[src/rtl/hop_ctrl_pkg.sv]
/*
  Package for the receive channel hop and frequency control block: register
  offsets, field positions, reset values, command codes and timing counts.
  Assumes a 100 MHz system clock and a plain register port with 16-bit data.
*/
package hop_ctrl_pkg;

  // register port geometry
  localparam int unsigned ADDR_W = 8;
  localparam int unsigned DATA_W = 16;

  // register offsets
  localparam logic [7:0] OFS_RSSI_OFFSET = 8'h00; // rssi_offset_setting
  localparam logic [7:0] OFS_RSSI_LIMIT  = 8'h01; // rssi_limit_setting
  localparam logic [7:0] OFS_INTEGER     = 8'h02; // integer_part
  localparam logic [7:0] OFS_FRAC_HIGH   = 8'h03; // synth_fraction_high
  localparam logic [7:0] OFS_FRAC_MID    = 8'h04; // synth_fraction_mid
  localparam logic [7:0] OFS_FRAC_LOW    = 8'h05; // synth_fraction_low
  localparam logic [7:0] OFS_STEP_HIGH   = 8'h06;
  localparam logic [7:0] OFS_STEP_LOW    = 8'h07;
  localparam logic [7:0] OFS_HOP_CTRL    = 8'h08;
  localparam logic [7:0] OFS_TABLE_SIZE  = 8'h09;
  localparam logic [7:0] OFS_PIN_CFG     = 8'h0a;
  localparam logic [7:0] OFS_OSC_COUNT   = 8'h0b; // osc_calibration_count
  localparam logic [7:0] OFS_COMMAND     = 8'h0c;
  localparam logic [7:0] OFS_STATUS      = 8'h0d;
  localparam logic [7:0] OFS_RSSI_COMP   = 8'h0e;
  localparam logic [7:0] OFS_CHANNEL     = 8'h0f;
  localparam logic [1:0] TABLE_PAGE      = 2'b01; // 0x40..0x7f hold the hop table

  // hop control fields
  localparam int unsigned HC_RSSI_EN  = 0;
  localparam int unsigned HC_PRE_EN   = 1;
  localparam int unsigned HC_SYNC_EN  = 2;
  localparam int unsigned HC_AUTO_EN  = 3;
  localparam int unsigned HC_RAW_MODE = 4;

  // command fields and codes
  localparam int unsigned CMD_CHAN_GIVEN = 3;
  localparam int unsigned CMD_CHAN_LSB   = 8;
  localparam logic [2:0]  CMD_START_RX   = 3'h1;
  localparam logic [2:0]  CMD_START_TX   = 3'h2;
  localparam logic [2:0]  CMD_RX_HOP     = 3'h3;
  localparam logic [2:0]  CMD_IDLE       = 3'h4;

  // general-purpose pin routing codes, 3 bits per pin
  localparam int unsigned PIN_COUNT   = 4;
  localparam logic [2:0]  PIN_LOW     = 3'h0;
  localparam logic [2:0]  PIN_ABOVE   = 3'h1;
  localparam logic [2:0]  PIN_LATCHED = 3'h2;
  localparam logic [2:0]  PIN_HOP     = 3'h3;
  localparam logic [2:0]  PIN_WRAP    = 3'h4;

  // reset values and constants
  localparam logic [6:0]  RSSI_OFFSET_ZERO = 7'h32;
  localparam logic [7:0]  RSSI_LIMIT_RST   = 8'hff;
  localparam logic [7:0]  SKIP_ENTRY       = 8'hff;
  localparam int unsigned TABLE_DEPTH      = 64;
  localparam int unsigned FRAC_BITS        = 19;
  localparam int unsigned WORD_W           = 28;

  // timing
  localparam int unsigned CLK_PERIOD_NS    = 10;
  localparam int unsigned AUTO_HOP_TIME_US = 115;
  localparam int unsigned MAN_HOP_TIME_US  = 75;
  localparam int unsigned AUTO_HOP_CYC     = AUTO_HOP_TIME_US * 1000 / CLK_PERIOD_NS;
  localparam int unsigned MAN_HOP_CYC      = MAN_HOP_TIME_US * 1000 / CLK_PERIOD_NS;

  // controller states
  typedef enum logic [3:0] {
    ST_IDLE = 4'b0001,
    ST_RX   = 4'b0010,
    ST_TX   = 4'b0100,
    ST_TUNE = 4'b1000
  } hop_state_t;

endpackage : hop_ctrl_pkg

[src/rtl/rx_channel_hop_freq_control.sv]
/*
  Channel selection and automatic receive hopping control: RSSI offset and
  threshold flags, synthesizer word from base plus channel times step, hop
  table walk with skip entries, dwell/hop decision and retune timing.
  Assumes modem inputs synchronous to clk_sys_i and timeout/valid inputs
  given as one-cycle pulses.
*/
`timescale 1ns/1ps
`default_nettype none
module rx_channel_hop_freq_control
  import hop_ctrl_pkg::*;
#(
  parameter int unsigned AUTO_TURN_CYC = AUTO_HOP_CYC,
  parameter int unsigned MAN_TURN_CYC  = MAN_HOP_CYC
) (
  // clock and reset
  input  wire logic                 clk_sys_i,
  input  wire logic                 rst_i,
  // register port
  input  wire logic [ADDR_W-1:0]    addr_i,
  input  wire logic [DATA_W-1:0]    wr_data_i,
  input  wire logic                 wr_i,
  input  wire logic                 rd_i,
  output logic      [DATA_W-1:0]    rd_data_o,
  // modem status
  input  wire logic [7:0]           rssi_raw_i,
  input  wire logic                 rssi_valid_i,
  input  wire logic                 preamble_timeout_i,
  input  wire logic                 sync_timeout_i,
  // synthesizer and radio control
  output logic      [WORD_W-1:0]    freq_word_o,
  output logic      [7:0]           osc_count_o,
  output logic                      osc_count_use_o,
  output logic                      rx_en_o,
  output logic                      tx_en_o,
  output logic                      tune_o,
  // rssi and pins
  output logic      [7:0]           rssi_comp_o,
  output logic      [PIN_COUNT-1:0] pin_o
);

  // settings
  logic [6:0]  rssi_offset_reg;
  logic [7:0]  rssi_limit_reg;
  logic [7:0]  integer_reg;
  logic [19:0] fraction_reg;
  logic [15:0] step_reg;
  logic [4:0]  hop_ctrl_reg;
  logic [6:0]  table_size_reg;
  logic [11:0] pin_cfg_reg;
  logic [7:0]  osc_count_reg;
  logic [7:0]  table_mem [TABLE_DEPTH];
  // state
  hop_state_t  state_reg;
  hop_state_t  after_tune_reg;
  logic [7:0]  chan_reg;
  logic [5:0]  idx_reg;
  logic [15:0] tune_cnt_reg;
  logic        scan_reg;
  logic [6:0]  scan_cnt_reg;
  logic        stay_reg;
  logic        above_reg;
  logic        latched_reg;
  logic        hop_tgl_reg;
  logic        wrap_tgl_reg;

  // decode helpers
  function automatic logic is_reg(input logic [ADDR_W-1:0] a, input logic [7:0] ofs);
    is_reg = (a == ofs);
  endfunction : is_reg
  logic       cmd_wr;
  logic [2:0] cmd_op;
  logic [7:0] cmd_chan;
  assign cmd_wr   = wr_i && is_reg(addr_i, OFS_COMMAND);
  assign cmd_op   = wr_data_i[2:0];
  assign cmd_chan = wr_data_i[CMD_CHAN_LSB +: 8];

  // rssi compensation in half-dB units, two units per offset step
  logic signed [10:0] comp_wide;
  logic [7:0]         comp_sat;
  logic               above_now;
  assign comp_wide = $signed({3'b000, rssi_raw_i}) + $signed({3'b000, rssi_offset_reg, 1'b0})
                   - $signed({3'b000, RSSI_OFFSET_ZERO, 1'b0});
  assign comp_sat  = comp_wide < 0 ? 8'h00 : (comp_wide > 11'sd255 ? 8'hff : comp_wide[7:0]);
  assign above_now = comp_sat > rssi_limit_reg;

  // hop decision: first enabled condition met decides
  logic raw_mode;
  logic hop_cond;
  logic stay_cond;
  logic hop_go;
  logic enter_rx;
  assign raw_mode  = hop_ctrl_reg[HC_RAW_MODE];
  assign stay_cond = hop_ctrl_reg[HC_RSSI_EN] && rssi_valid_i && above_now;
  assign hop_cond  = (hop_ctrl_reg[HC_RSSI_EN] && rssi_valid_i && !above_now)
                   || (!raw_mode && hop_ctrl_reg[HC_PRE_EN] && preamble_timeout_i)
                   || (!raw_mode && hop_ctrl_reg[HC_SYNC_EN] && sync_timeout_i);
  assign hop_go    = (state_reg == ST_RX) && hop_ctrl_reg[HC_AUTO_EN] && !stay_reg
                   && !stay_cond && hop_cond && (table_size_reg != 7'h00) && !cmd_wr;
  assign enter_rx  = (state_reg == ST_TUNE) && (tune_cnt_reg == 16'h0001) && !scan_reg
                   && (after_tune_reg == ST_RX) && !cmd_wr;

  // next table index, wrapping at the active size
  logic [5:0] idx_nxt;
  logic       idx_wrap;
  assign idx_wrap = ({1'b0, idx_reg} + 7'h01) >= table_size_reg;
  assign idx_nxt  = idx_wrap ? 6'h00 : idx_reg + 6'h01;
  // register writes
  always_ff @(posedge clk_sys_i or posedge rst_i) begin
    if (rst_i) begin
      rssi_offset_reg <= RSSI_OFFSET_ZERO;
      rssi_limit_reg  <= RSSI_LIMIT_RST;
      integer_reg     <= 8'h00;
      fraction_reg    <= 20'h00000;
      step_reg        <= 16'h0000;
      hop_ctrl_reg    <= 5'h00;
      table_size_reg  <= 7'h00;
      pin_cfg_reg     <= 12'h000;
      osc_count_reg   <= 8'h00;
    end else if (wr_i) begin
      if (is_reg(addr_i, OFS_RSSI_OFFSET)) rssi_offset_reg <= wr_data_i[6:0];
      if (is_reg(addr_i, OFS_RSSI_LIMIT))  rssi_limit_reg  <= wr_data_i[7:0];
      if (is_reg(addr_i, OFS_INTEGER))     integer_reg     <= wr_data_i[7:0];
      if (is_reg(addr_i, OFS_FRAC_HIGH))   fraction_reg[19:16] <= wr_data_i[3:0];
      if (is_reg(addr_i, OFS_FRAC_MID))    fraction_reg[15:8]  <= wr_data_i[7:0];
      if (is_reg(addr_i, OFS_FRAC_LOW))    fraction_reg[7:0]   <= wr_data_i[7:0];
      if (is_reg(addr_i, OFS_STEP_HIGH))   step_reg[15:8]  <= wr_data_i[7:0];
      if (is_reg(addr_i, OFS_STEP_LOW))    step_reg[7:0]   <= wr_data_i[7:0];
      if (is_reg(addr_i, OFS_HOP_CTRL))    hop_ctrl_reg    <= wr_data_i[4:0];
      if (is_reg(addr_i, OFS_TABLE_SIZE))  begin
        table_size_reg <= (wr_data_i[7:0] > 8'd64) ? 7'd64 : wr_data_i[6:0];
      end
      if (is_reg(addr_i, OFS_PIN_CFG))     pin_cfg_reg     <= wr_data_i[11:0];
      if (is_reg(addr_i, OFS_OSC_COUNT))   osc_count_reg   <= wr_data_i[7:0];
    end
  end

  // hop table storage, no reset
  always_ff @(posedge clk_sys_i) begin
    if (wr_i && addr_i[7:6] == TABLE_PAGE) begin
      table_mem[addr_i[5:0]] <= wr_data_i[7:0];
    end
  end
  // controller: commands, dwell, table walk and retune timing
  always_ff @(posedge clk_sys_i or posedge rst_i) begin
    if (rst_i) begin
      state_reg      <= ST_IDLE;
      after_tune_reg <= ST_IDLE;
      chan_reg       <= 8'h00;
      idx_reg        <= 6'h00;
      tune_cnt_reg   <= 16'h0000;
      scan_reg       <= 1'b0;
      scan_cnt_reg   <= 7'h00;
      stay_reg       <= 1'b0;
      hop_tgl_reg    <= 1'b0;
      wrap_tgl_reg   <= 1'b0;
    end else if (cmd_wr) begin
      scan_reg <= 1'b0;
      unique case (cmd_op)
        CMD_START_RX, CMD_START_TX: begin
          if (wr_data_i[CMD_CHAN_GIVEN]) chan_reg <= cmd_chan;
          idx_reg        <= 6'h00;
          state_reg      <= ST_TUNE;
          after_tune_reg <= (cmd_op == CMD_START_RX) ? ST_RX : ST_TX;
          tune_cnt_reg   <= AUTO_TURN_CYC[15:0];
        end
        CMD_RX_HOP: begin
          chan_reg       <= cmd_chan;
          state_reg      <= ST_TUNE;
          after_tune_reg <= ST_RX;
          tune_cnt_reg   <= MAN_TURN_CYC[15:0];
        end
        CMD_IDLE: state_reg <= ST_IDLE;
        default: ;
      endcase
    end else begin
      unique case (state_reg)
        ST_IDLE, ST_TX: ;
        ST_RX: begin
          if (stay_cond && hop_ctrl_reg[HC_AUTO_EN]) stay_reg <= 1'b1;
          if (hop_go) begin
            state_reg      <= ST_TUNE;
            after_tune_reg <= ST_RX;
            tune_cnt_reg   <= AUTO_TURN_CYC[15:0];
            scan_reg       <= 1'b1;
            scan_cnt_reg   <= 7'h00;
          end
        end
        ST_TUNE: begin
          if (scan_reg) begin
            idx_reg      <= idx_nxt;
            scan_cnt_reg <= scan_cnt_reg + 7'h01;
            if (idx_wrap) wrap_tgl_reg <= ~wrap_tgl_reg;
            if (table_mem[idx_nxt] != SKIP_ENTRY) begin
              chan_reg    <= table_mem[idx_nxt];
              scan_reg    <= 1'b0;
              hop_tgl_reg <= ~hop_tgl_reg;
            end else if (scan_cnt_reg + 7'h01 >= table_size_reg) begin
              scan_reg <= 1'b0;
            end
          end
          if (tune_cnt_reg > 16'h0001) begin
            tune_cnt_reg <= tune_cnt_reg - 16'h0001;
          end else if (!scan_reg) begin
            state_reg <= after_tune_reg;
            stay_reg  <= 1'b0;
          end
        end
        default: state_reg <= ST_IDLE;
      endcase
    end
  end

  // live and latched threshold flags; a set in the entry cycle wins
  always_ff @(posedge clk_sys_i or posedge rst_i) begin
    if (rst_i) begin
      above_reg   <= 1'b0;
      latched_reg <= 1'b0;
    end else begin
      above_reg   <= above_now && (state_reg == ST_RX);
      latched_reg <= (above_now && (state_reg == ST_RX)) || (latched_reg && !enter_rx);
    end
  end

  // synthesizer word: integer scaled by 2^19 plus fraction plus channel step
  logic [WORD_W-1:0] word_calc;
  assign word_calc = {1'b0, integer_reg, 19'h00000} + {8'h00, fraction_reg}
                   + {4'h0, 24'(chan_reg) * 24'(step_reg)};

  always_ff @(posedge clk_sys_i or posedge rst_i) begin
    if (rst_i) begin
      freq_word_o     <= '0;
      osc_count_o     <= 8'h00;
      osc_count_use_o <= 1'b0;
      rx_en_o         <= 1'b0;
      tx_en_o         <= 1'b0;
      tune_o          <= 1'b0;
      rssi_comp_o     <= 8'h00;
    end else begin
      freq_word_o <= word_calc;
      if (cmd_wr && cmd_op == CMD_RX_HOP) begin
        osc_count_o     <= osc_count_reg;
        osc_count_use_o <= 1'b1;
      end else if (cmd_wr || hop_go) begin
        osc_count_use_o <= 1'b0;
      end
      rx_en_o     <= (state_reg == ST_RX);
      tx_en_o     <= (state_reg == ST_TX);
      tune_o      <= (state_reg == ST_TUNE);
      rssi_comp_o <= comp_sat;
    end
  end

  // pin routing, one selector per pin; sources passed in so the assign sees them change
  function automatic logic pin_route(input logic [2:0] sel, input logic [3:0] src);
    unique case (sel)
      PIN_ABOVE:   pin_route = src[0];
      PIN_LATCHED: pin_route = src[1];
      PIN_HOP:     pin_route = src[2];
      PIN_WRAP:    pin_route = src[3];
      default:     pin_route = 1'b0;
    endcase
  endfunction : pin_route
  logic [PIN_COUNT-1:0] pin_next;
  for (genvar p = 0; p < PIN_COUNT; p++) begin : g_pin
    assign pin_next[p] = pin_route(pin_cfg_reg[3*p +: 3],
                                   {wrap_tgl_reg, hop_tgl_reg, latched_reg, above_reg});
  end
  always_ff @(posedge clk_sys_i or posedge rst_i) begin
    if (rst_i) pin_o <= '0;
    else pin_o <= pin_next;
  end

  // register reads, data in the cycle after the strobe
  always_ff @(posedge clk_sys_i or posedge rst_i) begin
    if (rst_i) begin
      rd_data_o <= '0;
    end else if (rd_i) begin
      if (addr_i[7:6] == TABLE_PAGE) rd_data_o <= {8'h00, table_mem[addr_i[5:0]]};
      else begin
        unique case (addr_i)
          OFS_RSSI_OFFSET: rd_data_o <= {9'h000, rssi_offset_reg};
          OFS_RSSI_LIMIT:  rd_data_o <= {8'h00, rssi_limit_reg};
          OFS_INTEGER:     rd_data_o <= {8'h00, integer_reg};
          OFS_FRAC_HIGH:   rd_data_o <= {12'h000, fraction_reg[19:16]};
          OFS_FRAC_MID:    rd_data_o <= {8'h00, fraction_reg[15:8]};
          OFS_FRAC_LOW:    rd_data_o <= {8'h00, fraction_reg[7:0]};
          OFS_STEP_HIGH:   rd_data_o <= {8'h00, step_reg[15:8]};
          OFS_STEP_LOW:    rd_data_o <= {8'h00, step_reg[7:0]};
          OFS_HOP_CTRL:    rd_data_o <= {11'h000, hop_ctrl_reg};
          OFS_TABLE_SIZE:  rd_data_o <= {9'h000, table_size_reg};
          OFS_PIN_CFG:     rd_data_o <= {4'h0, pin_cfg_reg};
          OFS_OSC_COUNT:   rd_data_o <= {8'h00, osc_count_reg};
          OFS_STATUS:      rd_data_o <= {2'b00, idx_reg, stay_reg, scan_reg, latched_reg,
                                         above_reg, state_reg};
          OFS_RSSI_COMP:   rd_data_o <= {8'h00, rssi_comp_o};
          OFS_CHANNEL:     rd_data_o <= {8'h00, chan_reg};
          default:         rd_data_o <= '0;
        endcase
      end
    end else begin
      rd_data_o <= '0;
    end
  end

  // checks, with a cycle counter for the long retune window
  logic [15:0] tune_age;
  always_ff @(posedge clk_sys_i or posedge rst_i) begin
    if (rst_i) tune_age <= 16'h0000;
    else tune_age <= (state_reg == ST_TUNE) ? tune_age + 16'h0001 : 16'h0000;
  end
endmodule : rx_channel_hop_freq_control
`default_nettype wire

[config.mk]
export PLATFORM = sky130hd
export DESIGN_NAME = rx_channel_hop_freq_control
export DESIGN_NICKNAME = d
export VERILOG_FILES = /design/src/rtl/hop_ctrl_pkg.sv /design/src/rtl/rx_channel_hop_freq_control.sv
export SDC_FILE = /design/constraint.sdc
export NUM_CORES = 2
export LEC_CHECK = 0
export ABC_AREA = 1
export BUFFER_PORTS_ARGS = -buffer_cell sky130_fd_sc_hd__buf_2
export CAP_MARGIN = 0
export CORE_MARGIN = 4
export CORE_UTILIZATION = 35
export CTS_BUF_LIST = sky130_fd_sc_hd__clkbuf_4 sky130_fd_sc_hd__clkbuf_8
export DETAILED_ROUTE_END_ITERATION = 12
export HOLD_SLACK_MARGIN = 0.12
export PLACE_DENSITY = 0.55
export SYNTH_ARGS = -nofsm -noshare
export SYNTH_HDL_FRONTEND = slang
export SYNTH_SLANG_ARGS = --single-unit
[constraint.sdc]
create_clock -name clk_sys_i -period 5.3 [get_ports clk_sys_i]
set_input_delay 0 -clock clk_sys_i [delete_from_list [all_inputs] [get_ports clk_sys_i]]
set_output_delay 0 -clock clk_sys_i [all_outputs]
set_load 0.03 [all_outputs]
==> results.sh <==
export IMPL_max_vdd_ir_drop_mv=0.2055
export IMPL_synthArstFlopShare_pct=28.79
export IMPL_holdWs_ns=0.1847
export IMPL_io_buffers=104
export IMPL_cp_required_ns=6.00
export IMPL_synthToLayoutAreaGrowth_pct=15.15
export IMPL_fin_skew_ns=0.04324
export IMPL_drv_cap=0
export IMPL_synth_seq_area_share_pct=52.88
export IMPL_h_tree_depth=4
export IMPL_vias=32940
export IMPL_drive_gt1_share_pct=11.73
export IMPL_worst_pin_slew_ns=1.236
export IMPL_numCtsBuffers=131
export IMPL_wl_met2_mm=63.84
export IMPL_placementRows=122
export IMPL_crit_path_top_delay_cell="fa_1"
export IMPL_die_h_um=341.4
export IMPL_status="complete, no violations"
export IMPL_crit_type="flop to flop"
export IMPL_internal_power_mw=10.10
export IMPL_slew_viol_final=0
export IMPL_syn_area_um2=38900
export IMPL_setup_viol=0
export IMPL_synth_top_area_share_pct=39.53
export IMPL_startpoint_type="flop"
export IMPL_clk_pin_slew_ns=0.06
export IMPL_seqPwrFrac_pct=42.5
export IMPL_max_freq_ghz=0.2009
export IMPL_die_w_um=341.4
export IMPL_min_period_ns=4.978
export IMPL_routed_wl_mm=140.4
export IMPL_start_util_pct=35.20
export IMPL_layout_setup_ws_ns=0.3219
export IMPL_die_area_um2=116500
export IMPL_relSlewSlack_pct=17.51
export IMPL_ant_nets=0
export IMPL_path_delay_family="adder cells"
export IMPL_antenna_found_initial=6
export IMPL_grt_overflow=0
export IMPL_cp_buffers_inverters=4
export IMPL_top_layer_used="met5"
export IMPL_firstDrtPassIters=6
export IMPL_synth_area_top_cells="edfxtp_1 (40%), dfrtp_1 (12%), nand2_1 (8.4%)"
export IMPL_powerDensity_nw_per_um2=333.2
export IMPL_cts_root_buf="clkbuf_8"
export IMPL_place_gp_congestion=0.8994
export IMPL_synth_flop_cell="edfxtp_1"
export IMPL_combPwrFrac_pct=21.2
export IMPL_grtUsageTotal_pct=23.56
export IMPL_final_common_cell="nand2_1"
export IMPL_dp_hpwl_mm=93.56
export IMPL_dp_slack_ns=-0.09450
export IMPL_grt_max_degree=136
export IMPL_wl_met1_mm=56.10
export IMPL_rsz0062_at_grt="no"
export IMPL_hp_class="input pin to flop"
export IMPL_synth_avg_cell_area_um2=9.508
export IMPL_synth_edf_count=512
export IMPL_grt_pass1_wl_mm=206.1
export IMPL_p_leak_nw=18.30
export IMPL_route_met3_wl_mm=14.09
export IMPL_synth_seq_cells=719
export IMPL_path_common_cell="fa_1"
export IMPL_final_cell_area_um2=44790
export IMPL_clk_latency_ns=0.83
export IMPL_grt_pass1_vias=31920
export IMPL_syn_inst=4091
export IMPL_via_per_inst=5.610
export IMPL_drtIter0Drc=3930
export IMPL_finalCoreUtilization_pct=40.53
export IMPL_core_um2=110500
export IMPL_clkPwrFrac_pct=36.2
export IMPL_critical_path_max_stage_delay_ns=0.50
export IMPL_swShare_pct=32.32
export IMPL_crit_arrival_ns=5.68
export IMPL_clk_path_buf_depth=3
export IMPL_critPathMaxFanout=11
export IMPL_power_switching_mw=4.824
export IMPL_ios=107
export IMPL_placed_area_um2=41450
export IMPL_cts_num_sinks=719
export IMPL_ys_warn_count=0
export IMPL_nNetsFinal=4534
export IMPL_fin_setup_tns_ns=0
export IMPL_cts_tree="done"
export IMPL_synth_top_area_cell="edfxtp_1"
export IMPL_wl_per_cell_um=23.91
export IMPL_ys_types=62
export IMPL_hold_viol=0
export IMPL_end_kind="flop"
export IMPL_largest_reg_flops=512
export IMPL_path_cells="buf_4, nand2_1, fa_1, inv_1, fa_1, inv_1, fa_1, inv_1, fa_1, fa_1, ha_1, nand2_1, nor4_1, nand4_1, nand3_1, nand4_1, o211ai_1, xor2_1"
export IMPL_fin_crit_sh_pct=93.93
export IMPL_drc=0
export IMPL_mostFrequentLayoutCells="nand2_1 (864), nand3_1 (537), edfxtp_1 (512), inv_1 (392), o21ai_0 (299)"
==> metrics by stage <==
stage,power [mW],instances
global route,15.57,5871
finish,14.93,5871
floorplan,8.310,4092
CTS,14.97,5860
global placement,9.504,5565
detailed placement,9.533,5565
==> synthesized netlist by cell type (4+ instances only) <==
library cell,n
nor3_1,29
a21oi_1,73
a41oi_1,11
a211oi_1,5
o22ai_1,264
dfrtp_1,194
nor2_1,170
buf_1,29
o21ai_0,303
nor2_2,6
fa_1,108
o211ai_1,18
nor4_1,7
nand2_1,866
o221ai_1,5
inv_2,10
clkbuf_1,132
o21a_1,4
clkinv_1,4
xnor2_1,8
nand4_1,90
a32o_1,5
a221oi_1,17
buf_4,5
buf_2,77
xor2_1,28
inv_1,396
nand3_1,537
a31oi_1,6
dfstp_2,13
ha_1,110
o2111ai_1,5
edfxtp_1,512
==> power by group through the flow <==
stage / sequential (mW) / clock, mW / combinational [mW]
floorplan: 6.54 / 0 / 1.77
global placement: 6.46 / 0 / 3.05
detailed placement: 6.46 / 0 / 3.07
CTS: 6.35 / 5.49 / 3.13
global route: 6.37 / 5.75 / 3.46
finish: 6.35 / 5.41 / 3.17
==> final cells by class <==
type | count | area (µm²)
multi-input cells | 2719 | 15830
diodes | 2 | 5.005
well taps | 1488 | 1862
clock inverters | 58 | 402.9
clock buffers | 179 | 2245
inverters | 410 | 1554
repair buffers | 296 | 2311
flip-flops and latches | 719 | 20580
fillers | 10970 | 65720
==> cells by family (layout without fill, tap and decap cells) <==
| group | after synthesis | after routing | share of synthesized area, % |
|---|---|---|---|
| other | 1 | 4 | 0.009640 |
| DFF | 719 | 719 | 52.88 |
| xor gates and xnor gates | 36 | 36 | 0.8106 |
| and+or+nand+nor | 1724 | 1724 | 19.37 |
| buffers and inverters | 654 | 943 | 6.626 |
| muxes | 2 | 2 | 0.05789 |
| AOI/OAI and AO/OA | 737 | 737 | 11.15 |
| adders and majority gates | 218 | 218 | 9.096 |
==> layer usage <==
| metal | track usage [%] | vias to the layer above |
|---|---|---|
| met5 | 0 | - |
| met4 | 10.44 | 2 |
| met3 | 5.946 | 345 |
| met2 | 36.93 | 1858 |
| met1 | 30.93 | 16000 |
| li1 | - | 14730 |
==> worst register-to-register path, stage by stage, from the launching register on <==
cell and delay [ns]:
dfrtp_2 0.48, buf_4 0.23, nand2_1 0.09, fa_1 0.50, inv_1 0.05, fa_1 0.47
inv_1 0.05, fa_1 0.49, inv_1 0.06, fa_1 0.50, fa_1 0.42, ha_1 0.36
nand2_1 0.12, nor4_1 0.33, nand4_1 0.13, nand3_1 0.22, nand4_1 0.12, o211ai_1 0.12
xor2_1 0.17
==> what timing repair did <==
action | 4_1_cts | 5_1_grt
pin swaps | 0 | 2
hold buffers | 58 | 0
endpoints found under the hold margin | 931 | 0
setup endpoints to repair | 3 | 14
gates resized for setup | 2 | 19
cloned | 0 | 0
buffers inserted | 0 | 9
==> worst paths after layout <==
kind / from / to / slack, ns / cells past startpoint
hold / removal: wr_data_i[0] / table_mem[43][0] / 0.18 / 2
hold reg to reg: after_tune_reg[0] / after_tune_reg[0] / 0.47 / 2
max in group asynchronous: rst_i / scan_cnt_reg[4] / 3.60 / 5
min in group asynchronous: rst_i / freq_word_o[6] / 0.44 / 4
setup / recovery: chan_reg[7] / freq_word_o[25] / 0.32 / 18
setup reg to reg: chan_reg[7] / freq_word_o[25] / 0.32 / 18
Note: power is estimated with default switching activity, not from simulation.
